==> config.mk <==
export PLATFORM = sky130hd
export DESIGN_NAME = fbb_sequencer
export DESIGN_NICKNAME = d
export VERILOG_FILES = /design/src/fbb_pkg.sv /design/src/fbb_dead_time.sv /design/src/fbb_sequencer.sv
export SDC_FILE = /design/constraint.sdc
export NUM_CORES = 1
export LEC_CHECK = 0
export ABC_AREA = 1
export BUFFER_PORTS_ARGS = -buffer_cell sky130_fd_sc_hd__buf_2
export CORE_MARGIN = 2
export CORE_UTILIZATION = 50
export CTS_BUF_LIST = sky130_fd_sc_hd__clkbuf_16
export DETAILED_ROUTE_END_ITERATION = 6
export PLACE_DENSITY = 0.68
export SYNTH_ARGS = -nofsm -noshare
export SYNTH_HDL_FRONTEND = slang
export SYNTH_SLANG_ARGS = --single-unit
==> constraint.sdc <==
create_clock -name ref_clk_i -period 2.32 [get_ports ref_clk_i]
set_input_delay 0.464 -clock ref_clk_i [delete_from_list [all_inputs] [get_ports ref_clk_i]]
set_output_delay 0.464 -clock ref_clk_i [all_outputs]
set_load 0.01 [all_outputs]
==> src/fbb_pkg.sv <==
// Shared constants and carrier types for the buck-boost sequencer
package fbb_pkg;
   // Timing figures and LFSR seed
   localparam int unsigned CLK_HZ          = 40_000_000;
   localparam int unsigned DEAD_NS         = 50;
   localparam int unsigned DEAD_CYC        =
      ((DEAD_NS * (CLK_HZ / 1_000_000)) + 999) / 1000 < 1 ? 1 :
      ((DEAD_NS * (CLK_HZ / 1_000_000)) + 999) / 1000;
   localparam int unsigned UVLO_DLY_US     = 200;
   localparam int unsigned UVLO_DLY_CYC    =
      UVLO_DLY_US * (CLK_HZ / 1_000_000);
   localparam int unsigned PERIOD_DEF      = 100;
   localparam int unsigned MIN_ON_DEF      = 4;
   localparam int unsigned MIN_OFF_DEF     = 4;
   localparam int unsigned INIT_CYC        = 16;
   localparam int unsigned SLEEP_SPAN      = 16;
   localparam logic [7:0]  LFSR_SEED       = 8'hA5;

   typedef enum logic [1:0] {
      FBB_OP_BOOST,
      FBB_OP_BUCK,
      FBB_OP_BB
   } fbb_op_t;

   // Gate commands: bit set means switch conducting
   typedef struct packed {
      logic input_high_switch;
      logic input_low_switch;
      logic output_low_switch;
      logic output_high_switch;
   } fbb_gate_t;

   localparam fbb_gate_t GATE_OFF   = 4'h0;
   localparam fbb_gate_t GATE_S1    = 4'hA;
   localparam fbb_gate_t GATE_S2    = 4'h9;
   localparam fbb_gate_t GATE_S3    = 4'h5;
   localparam fbb_gate_t GATE_SLEEP = 4'h6;

   // Analog comparator events fed to the sequencer
   typedef struct packed {
      logic peak_current;
      logic below_skip_thr;
      logic vout_above_nom;
      logic vout_above_1pct;
      logic loop_demand;
   } fbb_sense_t;
endpackage : fbb_pkg

==> src/fbb_dead_time.sv <==
// Dead-time inserter for one half bridge
`timescale 1ns/10ps
module fbb_dead_time #(
   parameter int unsigned DEAD = fbb_pkg::DEAD_CYC
) (
   input  wire logic ref_clk_i,
   input  wire logic arst_n_i,
   input  wire logic hi_req_i,
   input  wire logic lo_req_i,
   output logic      hi_o,
   output logic      lo_o
);
   localparam int unsigned CW = $clog2(DEAD + 1);
   logic [CW-1:0] cnt_r;
   logic          hi_r;
   logic          lo_r;
   logic          hi_want;
   logic          lo_want;

   // Conflicting requests resolve to both off
   assign hi_want = hi_req_i & ~lo_req_i;
   assign lo_want = lo_req_i & ~hi_req_i;

   always_ff @(posedge ref_clk_i or negedge arst_n_i) begin
      if (!arst_n_i) begin
         hi_r  <= 1'b0;
         lo_r  <= 1'b0;
         cnt_r <= '0;
      end else if ((hi_r && !hi_want) || (lo_r && !lo_want)) begin
         hi_r  <= 1'b0;
         lo_r  <= 1'b0;
         cnt_r <= CW'(DEAD);
      end else if (cnt_r != '0) begin
         cnt_r <= cnt_r - 1'b1;
      end else begin
         hi_r <= hi_want;
         lo_r <= lo_want;
      end
   end

   assign hi_o = hi_r;
   assign lo_o = lo_r;
endmodule : fbb_dead_time

==> src/fbb_sequencer.sv <==
// Four-switch buck-boost switching sequencer
`timescale 1ns/10ps
module fbb_sequencer #(
   parameter int unsigned PERIOD   = fbb_pkg::PERIOD_DEF,
   parameter int unsigned MIN_ON   = fbb_pkg::MIN_ON_DEF,
   parameter int unsigned MIN_OFF  = fbb_pkg::MIN_OFF_DEF,
   parameter int unsigned UVLO_DLY = fbb_pkg::UVLO_DLY_CYC,
   parameter int unsigned INIT_LEN = fbb_pkg::INIT_CYC
) (
   input  wire logic               ref_clk_i,
   input  wire logic               arst_n_i,
   input  wire logic               por_ok_i,
   input  wire logic               enable_undervoltage_input_i,
   input  wire logic               vin_in_range_i,
   input  wire logic               mode_select_i,
   input  wire logic               frequency_set_sync_i,
   input  wire logic               out_fault_i,
   input  wire fbb_pkg::fbb_sense_t sense_i,
   output fbb_pkg::fbb_gate_t      gate_o,
   output logic                    fault_flag_n_o,
   output logic                    fault_flag_n_oe_o,
   output logic                    neg_current_limit_o,
   output logic                    sleep_o,
   output logic                    running_o,
   output logic [1:0]              op_mode_o
);
   typedef enum logic [2:0] {
      FBB_OFF, FBB_INIT, FBB_STBY, FBB_S1, FBB_S2, FBB_S3, FBB_SKIP,
      FBB_SLEEP
   } fbb_seq_t;

   localparam int unsigned PW = $clog2(PERIOD + 1);
   localparam int unsigned UW = $clog2(UVLO_DLY + 1);
   localparam int unsigned IW = $clog2(INIT_LEN + 1);

   fbb_seq_t           st_r;
   fbb_seq_t           st_nxt;
   fbb_pkg::fbb_op_t   op_r;
   logic [PW-1:0]      ph_r;
   logic [PW-1:0]      on_r;
   logic [UW-1:0]      uv_r;
   logic [IW-1:0]      init_r;
   logic               init_done_r;
   logic               uv_trip_r;
   logic               neg_lim_r;
   logic [7:0]         lfsr_r;
   logic               flag_r;
   logic               tick;
   logic               skip_en;
   logic               run_ok;
   logic               sleep_cond;
   logic               vout_hi;
   fbb_pkg::fbb_gate_t gate_req;

   // Minimum on/off checks, used by several decisions
   function automatic logic on_ok(input logic [PW-1:0] t);
      on_ok = t >= PW'(MIN_ON);
   endfunction : on_ok

   function automatic logic off_ok(input logic [PW-1:0] t);
      off_ok = (PW'(PERIOD) - t) > PW'(MIN_OFF);
   endfunction : off_ok

   // Fixed-frequency internal clock tick
   always_ff @(posedge ref_clk_i or negedge arst_n_i) begin
      if (!arst_n_i) ph_r <= '0;
      else if (ph_r == PW'(PERIOD - 1)) ph_r <= '0;
      else ph_r <= ph_r + 1'b1;
   end
   assign tick = (ph_r == PW'(PERIOD - 1));

   always_ff @(posedge ref_clk_i or negedge arst_n_i) begin
      if (!arst_n_i) begin
         init_r      <= '0;
         init_done_r <= 1'b0;
      end else if (!por_ok_i) begin
         init_r      <= '0;
         init_done_r <= 1'b0;
      end else if (!init_done_r) begin
         init_r      <= init_r + 1'b1;
         init_done_r <= (init_r == IW'(INIT_LEN - 1));
      end
   end

   always_ff @(posedge ref_clk_i or negedge arst_n_i) begin
      if (!arst_n_i) neg_lim_r <= 1'b0;
      else if (por_ok_i && !init_done_r)
         neg_lim_r <= ~frequency_set_sync_i;
   end

   always_ff @(posedge ref_clk_i or negedge arst_n_i) begin
      if (!arst_n_i) begin
         uv_r      <= '0;
         uv_trip_r <= 1'b1;
      end else if (enable_undervoltage_input_i) begin
         uv_r      <= '0;
         uv_trip_r <= 1'b0;
      end else if (uv_r == UW'(UVLO_DLY - 1)) begin
         uv_trip_r <= 1'b1;
      end else begin
         uv_r <= uv_r + 1'b1;
      end
   end

   assign run_ok = init_done_r & ~uv_trip_r & vin_in_range_i;

   always_ff @(posedge ref_clk_i or negedge arst_n_i) begin
      if (!arst_n_i) lfsr_r <= fbb_pkg::LFSR_SEED;
      else if (tick)
         lfsr_r <= {lfsr_r[6:0], lfsr_r[7] ^ lfsr_r[5] ^ lfsr_r[4]
                    ^ lfsr_r[3]};
   end
   assign vout_hi = lfsr_r[0] ? sense_i.vout_above_1pct
                              : sense_i.vout_above_nom;

   assign skip_en = ~mode_select_i;
   assign sleep_cond = skip_en & sense_i.below_skip_thr & vout_hi
                       & (op_r != fbb_pkg::FBB_OP_BB);

   always_ff @(posedge ref_clk_i or negedge arst_n_i) begin
      if (!arst_n_i) op_r <= fbb_pkg::FBB_OP_BUCK;
      else if (tick && (st_r inside {FBB_S1, FBB_S2, FBB_S3})) begin
         case (op_r)
            fbb_pkg::FBB_OP_BUCK:
               if (!off_ok(on_r)) op_r <= fbb_pkg::FBB_OP_BB;
            fbb_pkg::FBB_OP_BOOST:
               if (!on_ok(on_r)) op_r <= fbb_pkg::FBB_OP_BB;
            fbb_pkg::FBB_OP_BB:
               if (on_r == '0) op_r <= fbb_pkg::FBB_OP_BOOST;
               else if (on_r >= PW'(PERIOD / 2))
                  op_r <= fbb_pkg::FBB_OP_BUCK;
            default: op_r <= fbb_pkg::FBB_OP_BUCK;
         endcase
      end
   end

   // On-time of the magnetising phase in the running cycle
   always_ff @(posedge ref_clk_i or negedge arst_n_i) begin
      if (!arst_n_i) on_r <= '0;
      else if (tick) on_r <= '0;
      else if (st_r == FBB_S1 || (op_r == fbb_pkg::FBB_OP_BUCK
               && st_r == FBB_S2))
         on_r <= on_r + 1'b1;
   end

   always_comb begin
      st_nxt = st_r;
      case (st_r)
         FBB_OFF:  if (por_ok_i) st_nxt = FBB_INIT;
         FBB_INIT: if (init_done_r) st_nxt = FBB_STBY;
         FBB_STBY: if (run_ok && tick)
                      st_nxt = (op_r == fbb_pkg::FBB_OP_BUCK) ? FBB_S2
                                                             : FBB_S1;
         FBB_S1: if (tick) st_nxt = FBB_S1;
                 else if (on_ok(on_r) && (sense_i.peak_current
                          || !off_ok(on_r)))
                    st_nxt = FBB_S2;
         FBB_S2: if (tick)
                    st_nxt = (op_r == fbb_pkg::FBB_OP_BUCK) ? FBB_S2
                                                           : FBB_S1;
                 else if (op_r != fbb_pkg::FBB_OP_BOOST
                          && sense_i.peak_current && on_ok(on_r))
                    st_nxt = FBB_S3;
         FBB_S3: if (tick)
                    st_nxt = (op_r == fbb_pkg::FBB_OP_BUCK) ? FBB_S2
                                                           : FBB_S1;
         FBB_SKIP: if (tick && sense_i.loop_demand)
                      st_nxt = FBB_S1;
         FBB_SLEEP: if (!sense_i.vout_above_nom) st_nxt = FBB_STBY;
         default: st_nxt = FBB_OFF;
      endcase
      if (st_r inside {FBB_S1, FBB_S2, FBB_S3} && tick && skip_en) begin
         if (sleep_cond) st_nxt = FBB_SLEEP;
         else if (op_r == fbb_pkg::FBB_OP_BB && !sense_i.loop_demand)
            st_nxt = FBB_SKIP;
      end
      if (!por_ok_i) st_nxt = FBB_OFF;
      else if (st_r != FBB_OFF && st_r != FBB_INIT && !run_ok)
         st_nxt = FBB_STBY;
   end

   always_ff @(posedge ref_clk_i or negedge arst_n_i) begin
      if (!arst_n_i) st_r <= FBB_OFF;
      else st_r <= st_nxt;
   end

   always_comb begin
      case (st_r)
         FBB_S1:    gate_req = fbb_pkg::GATE_S1;
         FBB_S2:    gate_req = fbb_pkg::GATE_S2;
         FBB_S3:    gate_req = fbb_pkg::GATE_S3;
         FBB_SLEEP: gate_req = fbb_pkg::GATE_SLEEP;
         default:   gate_req = fbb_pkg::GATE_OFF;
      endcase
   end

   fbb_dead_time u_dt_in (
      .ref_clk_i (ref_clk_i),
      .arst_n_i  (arst_n_i),
      .hi_req_i  (gate_req.input_high_switch),
      .lo_req_i  (gate_req.input_low_switch),
      .hi_o      (gate_o.input_high_switch),
      .lo_o      (gate_o.input_low_switch)
   );

   fbb_dead_time u_dt_out (
      .ref_clk_i (ref_clk_i),
      .arst_n_i  (arst_n_i),
      .hi_req_i  (gate_req.output_high_switch),
      .lo_req_i  (gate_req.output_low_switch),
      .hi_o      (gate_o.output_high_switch),
      .lo_o      (gate_o.output_low_switch)
   );

   always_ff @(posedge ref_clk_i or negedge arst_n_i) begin
      if (!arst_n_i) flag_r <= 1'b0;
      else flag_r <= out_fault_i;
   end
   assign fault_flag_n_o    = 1'b0;
   assign fault_flag_n_oe_o = flag_r;

   assign neg_current_limit_o = neg_lim_r;
   assign sleep_o             = (st_r == FBB_SLEEP);
   assign running_o           = run_ok;
   assign op_mode_o           = op_r;
endmodule : fbb_sequencer

==> results.py <==
metrics = {
    "clock_tree": {
        "cts_resized": 0,
        "post-cts-setup-buffer-count": 0,
        "cts.sinks": 57,
        "path_clk_slew_ps": 50,
        "numCtsBuffers": 9,
        "cts_tree": "done",
        "holdBufCountCts": 0,
        "clockRootBuffer": "clkbuf_16",
        "insertion_delay_ps": 330,
        "htree_levels": 3,
        "clock_tree.buffer_depth": 2,
    },
    "synth": {
        "syn_inst": 408,
        "synth_cell_types": 39,
        "synth.avg_cell_area_um2": 7.74,
        "yosysSeqAreaShare_pct": 45.4,
        "ys_ff_latch": 57,
        "synth_nets": 431,
        "syn_area_um2": 3160,
        "synth_warnings": 0,
    },
    "timing": {
        "fin_skew_ps": 5.23,
        "fin_crit_ps": 1930,
        "fin_crit_sh_pct": 83.2,
        "hold_viol": 0,
        "report.final.slew_viol_count": 0,
        "rsz0062_at_grt": "no",
        "tns_ps": 0,
        "fmax_ghz": 0.518,
        "final-setup-viol-count": 0,
        "setup_ws_ps": 390,
    },
    "layout": {
        "utilization_pct": 60.1,
        "num_antenna_cells": 0,
        "drive_gt1_share_pct": 15.2,
        "design.final.nets": 453,
        "area_growth_pct": 14.6,
    },
    "drt": {
        "ant_nets": 0,
        "avgViaCountPerCell": 5.14,
        "drt-initial-drc-count": 143,
        "dr.pass1.iters": 4,
        "wl_per_cell_um": 11.9,
        "remaining_drc_errors": 0,
        "drt-total-wl_um": 6050,
        "via_count": 2623,
    },
    "floorplanning": {
        "dieHeight_um": 83.5,
        "core_area_um2": 6030,
        "die_x_um": 83.5,
        "initial_core_util_pct": 52.4,
        "rows": 28,
        "die_area_um2": 6970,
        "boundaryPins": 24,
    },
    "worst_setup_path": {
        "cp_cell_sequence": "ha_1 -> nand2_1 -> nor2_1 -> nand2_2 -> inv_2 -> nand2_1 -> a21oi_1 -> o21ai_1 -> nor2_1 -> nand3_1 -> nand2_1 -> inv_1",
        "cp_max_fo": 19,
        "timing.rr.start": "ph_r[0]",
        "start_kind": "flop",
        "reg2regPathDepth": 12,
        "r2r_end": "st_r[2]",
        "arrival_ps": 2150,
        "cp-end-kind": "flop",
        "r2r_slack_ps": 390,
        "crit_top_cell": "nand2_1",
        "worstPathRequired_ps": 2540,
        "crit_type": "reg2reg",
        "critPathMaxStageDelay_ps": 360,
        "slowest_stage": "dfrtp_1",
    },
    "power_and_ir_drop": {
        "internal_power_w": 0.00223,
        "p_comb_share_pct": 19.0,
        "power.switching_w": 0.000916,
        "fin_total_pwr_w": 0.00315,
        "p_sw_share_pct": 29.1,
        "seqPwrFrac_pct": 37.5,
        "clockPowerShare_pct": 43.5,
        "peakVddDrop_mv": 0.506,
        "p_leak_nw": 1.79,
        "power.density_nw_per_um2": 870,
    },
    "global_routing": {
        "grt-busiest-layer": "met2",
        "overflow": 0,
        "globalRouteMet3Util_pct": 7.02,
        "grt.total_usage_pct": 19.7,
        "grt_pass1_wl_um": 11100,
        "grt_max_degree": 58,
        "antenna_found_initial": 0,
        "grt_pass1_vias": 2517,
        "grt_util_met2_pct": 30.9,
        "gr-usage-met1_pct": 26.1,
    },
    "placement": {
        "dp_hpwl_um": 4300,
        "gp_congestion": 0.879,
        "io_buffers": 22,
        "place_ws_ps": 370,
    },
    "flow_run": {
        "maxCapViolations": 0,
    },
    "outcome": {
        "status": "complete, no violations",
    },
    "min_path": {
        "min_path_type": "in2async",
    },
}
==> through the flow <==
stage               instance area [µm²]  instances  hold WS (ps)
finish                             3620        510           136
global route                       3620        510           161
global placement                   3310        494           444
detailed placement                 3310        494           455
CTS                                3620        510           141
floorplan                          3160        408           168
==> critical path: cells and delay by family, from the launching register on <==
family                     cells  cell delay (ps)
adders and majority gates      1              190
buffers and inverters          2              340
DFF                            1              360
and+or+nand+nor                7              720
AOI/OAI and AO/OA              2              200
==> cell usage in the layout (no fill, tap or decap), types with 2 or more instances in the layout <==
| master | synthesis | routed |
|---|---|---|
| nand2_1 | 87 | 87 |
| inv_1 | 59 | 59 |
| dfrtp_1 | 51 | 51 |
| nor2_1 | 43 | 43 |
| o21ai_0 | 29 | 29 |
| nand3_1 | 22 | 22 |
| buf_2 | 1 | 22 |
| a21oi_1 | 21 | 21 |
| ha_1 | 10 | 10 |
| clkbuf_16 | 0 | 9 |
| nor3_1 | 8 | 8 |
| nand4_1 | 7 | 7 |
| inv_2 | 6 | 6 |
| dfstp_2 | 6 | 6 |
| a31oi_1 | 5 | 5 |
| nand2_2 | 4 | 4 |
| nor2_2 | 4 | 4 |
| o21ai_1 | 4 | 4 |
| xnor2_1 | 4 | 4 |
| xor2_1 | 4 | 4 |
| and3_1 | 3 | 3 |
| nor3_2 | 3 | 3 |
| clkinv_1 | 1 | 3 |
| nand3_2 | 2 | 2 |
| bufinv_16 | 0 | 2 |
| clkinv_2 | 0 | 2 |
==> per-layer routing <==
layer,part of all wire (%),vias to the layer above
li1,-,1359
met1,50,1209
met2,44,43
met3,4.5,12
met4,1.5,0
met5,0,-
==> worst max-delay path by stage <==
| stage | start | end | slack [ps] | cells after the start |
|---|---|---|---|---|
| after floorplan | on_r[0] | op_mode_o[1] | 670 | 12 |
| after global placement | ph_r[0] | st_r[1] | 460 | 12 |
| after detailed placement | ph_r[0] | st_r[1] | 370 | 12 |
| after CTS | ph_r[0] | st_r[1] | 370 | 12 |
| after global routing | ph_r[0] | st_r[1] | 80 | 12 |
| final | ph_r[0] | st_r[2] | 390 | 12 |
==> cells in the mapped netlist <==
library cell	n	area, µm²
a211oi_1	1	7.51
a21oi_1	21	105
a21oi_2	1	8.76
a21oi_4	1	16.3
a221oi_1	1	8.76
a22oi_1	1	7.51
a31oi_1	5	31.3
and3_1	3	18.8
buf_1	1	3.75
buf_2	1	5.00
buf_4	7	52.6
clkbuf_1	3	11.3
clkinv_1	1	3.75
conb_1	1	3.75
dfrtp_1	51	1280
dfstp_2	6	158
ha_1	10	125
inv_1	59	221
inv_2	6	22.5
nand2_1	87	327
nand2_2	4	25.0
nand3_1	22	110
nand3_2	2	20.0
nand4_1	7	43.8
nor2_1	43	161
nor2_2	4	25.0
nor2_4	1	11.3
nor3_1	8	40.0
nor3_2	3	30.0
nor3b_1	1	7.51
nor4_1	1	6.26
o2111ai_1	1	8.76
o21ai_0	29	145
o21ai_1	4	20.0
o21bai_1	1	7.51
o22ai_1	1	6.26
or2_2	1	6.26
xnor2_1	4	35.0
xor2_1	4	35.0
==> power by group through the flow <==
stage | Clock [W] | Combinational [W] | Sequential (W)
2_1_floorplan | 0 | 0.000505 | 0.00115
3_3_place_gp | 0 | 0.000587 | 0.00119
3_5_place_dp | 0 | 0.000598 | 0.00120
4_1_cts | 0.00141 | 0.000602 | 0.00118
5_1_grt | 0.00145 | 0.000716 | 0.00120
6_report | 0.00137 | 0.000598 | 0.00118
==> sequential cells by signal (all words and copies together) (netlist names) <==
signal               cells
neg_current_limit_o      1
uv_r                    13
u_dt_out.cnt_r           2
u_dt_out.hi_o            1
op_mode_o                2
ph_r                     7
fault_flag_n_oe_o        1
u_dt_out.lo_o            1
st_r                     3
uv_trip_r                1
u_dt_in.hi_o             1
on_r                     7
u_dt_in.cnt_r            2
u_dt_in.lo_o             1
lfsr_r                   8
init_done_r              1
init_r                   5
==> logic make-up after synthesis <==
logic type / Yosys count / share of synthesized area [%]
XOR/XNOR: 8 / 2.22
flip-flops: 57 / 45.4
buffers and inverters: 78 / 10.1
AND/OR/NAND/NOR: 187 / 26.3
adder cells (fa/ha/maj): 10 / 3.96
AO/OA/AOI/OAI: 67 / 11.8
other: 1 / 0.119
==> area by class of cell <==
cell class / count / area (µm²)
Sequential cell: 57 / 1430
Inverter: 66 / 248
Multi-Input combinational cell: 273 / 1400
Clock buffer: 9 / 225
Timing Repair Buffer: 23 / 130
Clock inverter: 7 / 85.1
Tap cell: 75 / 93.8
Fill cell: 539 / 2410
No activity file was read; power rests on OpenSTA's default activity.
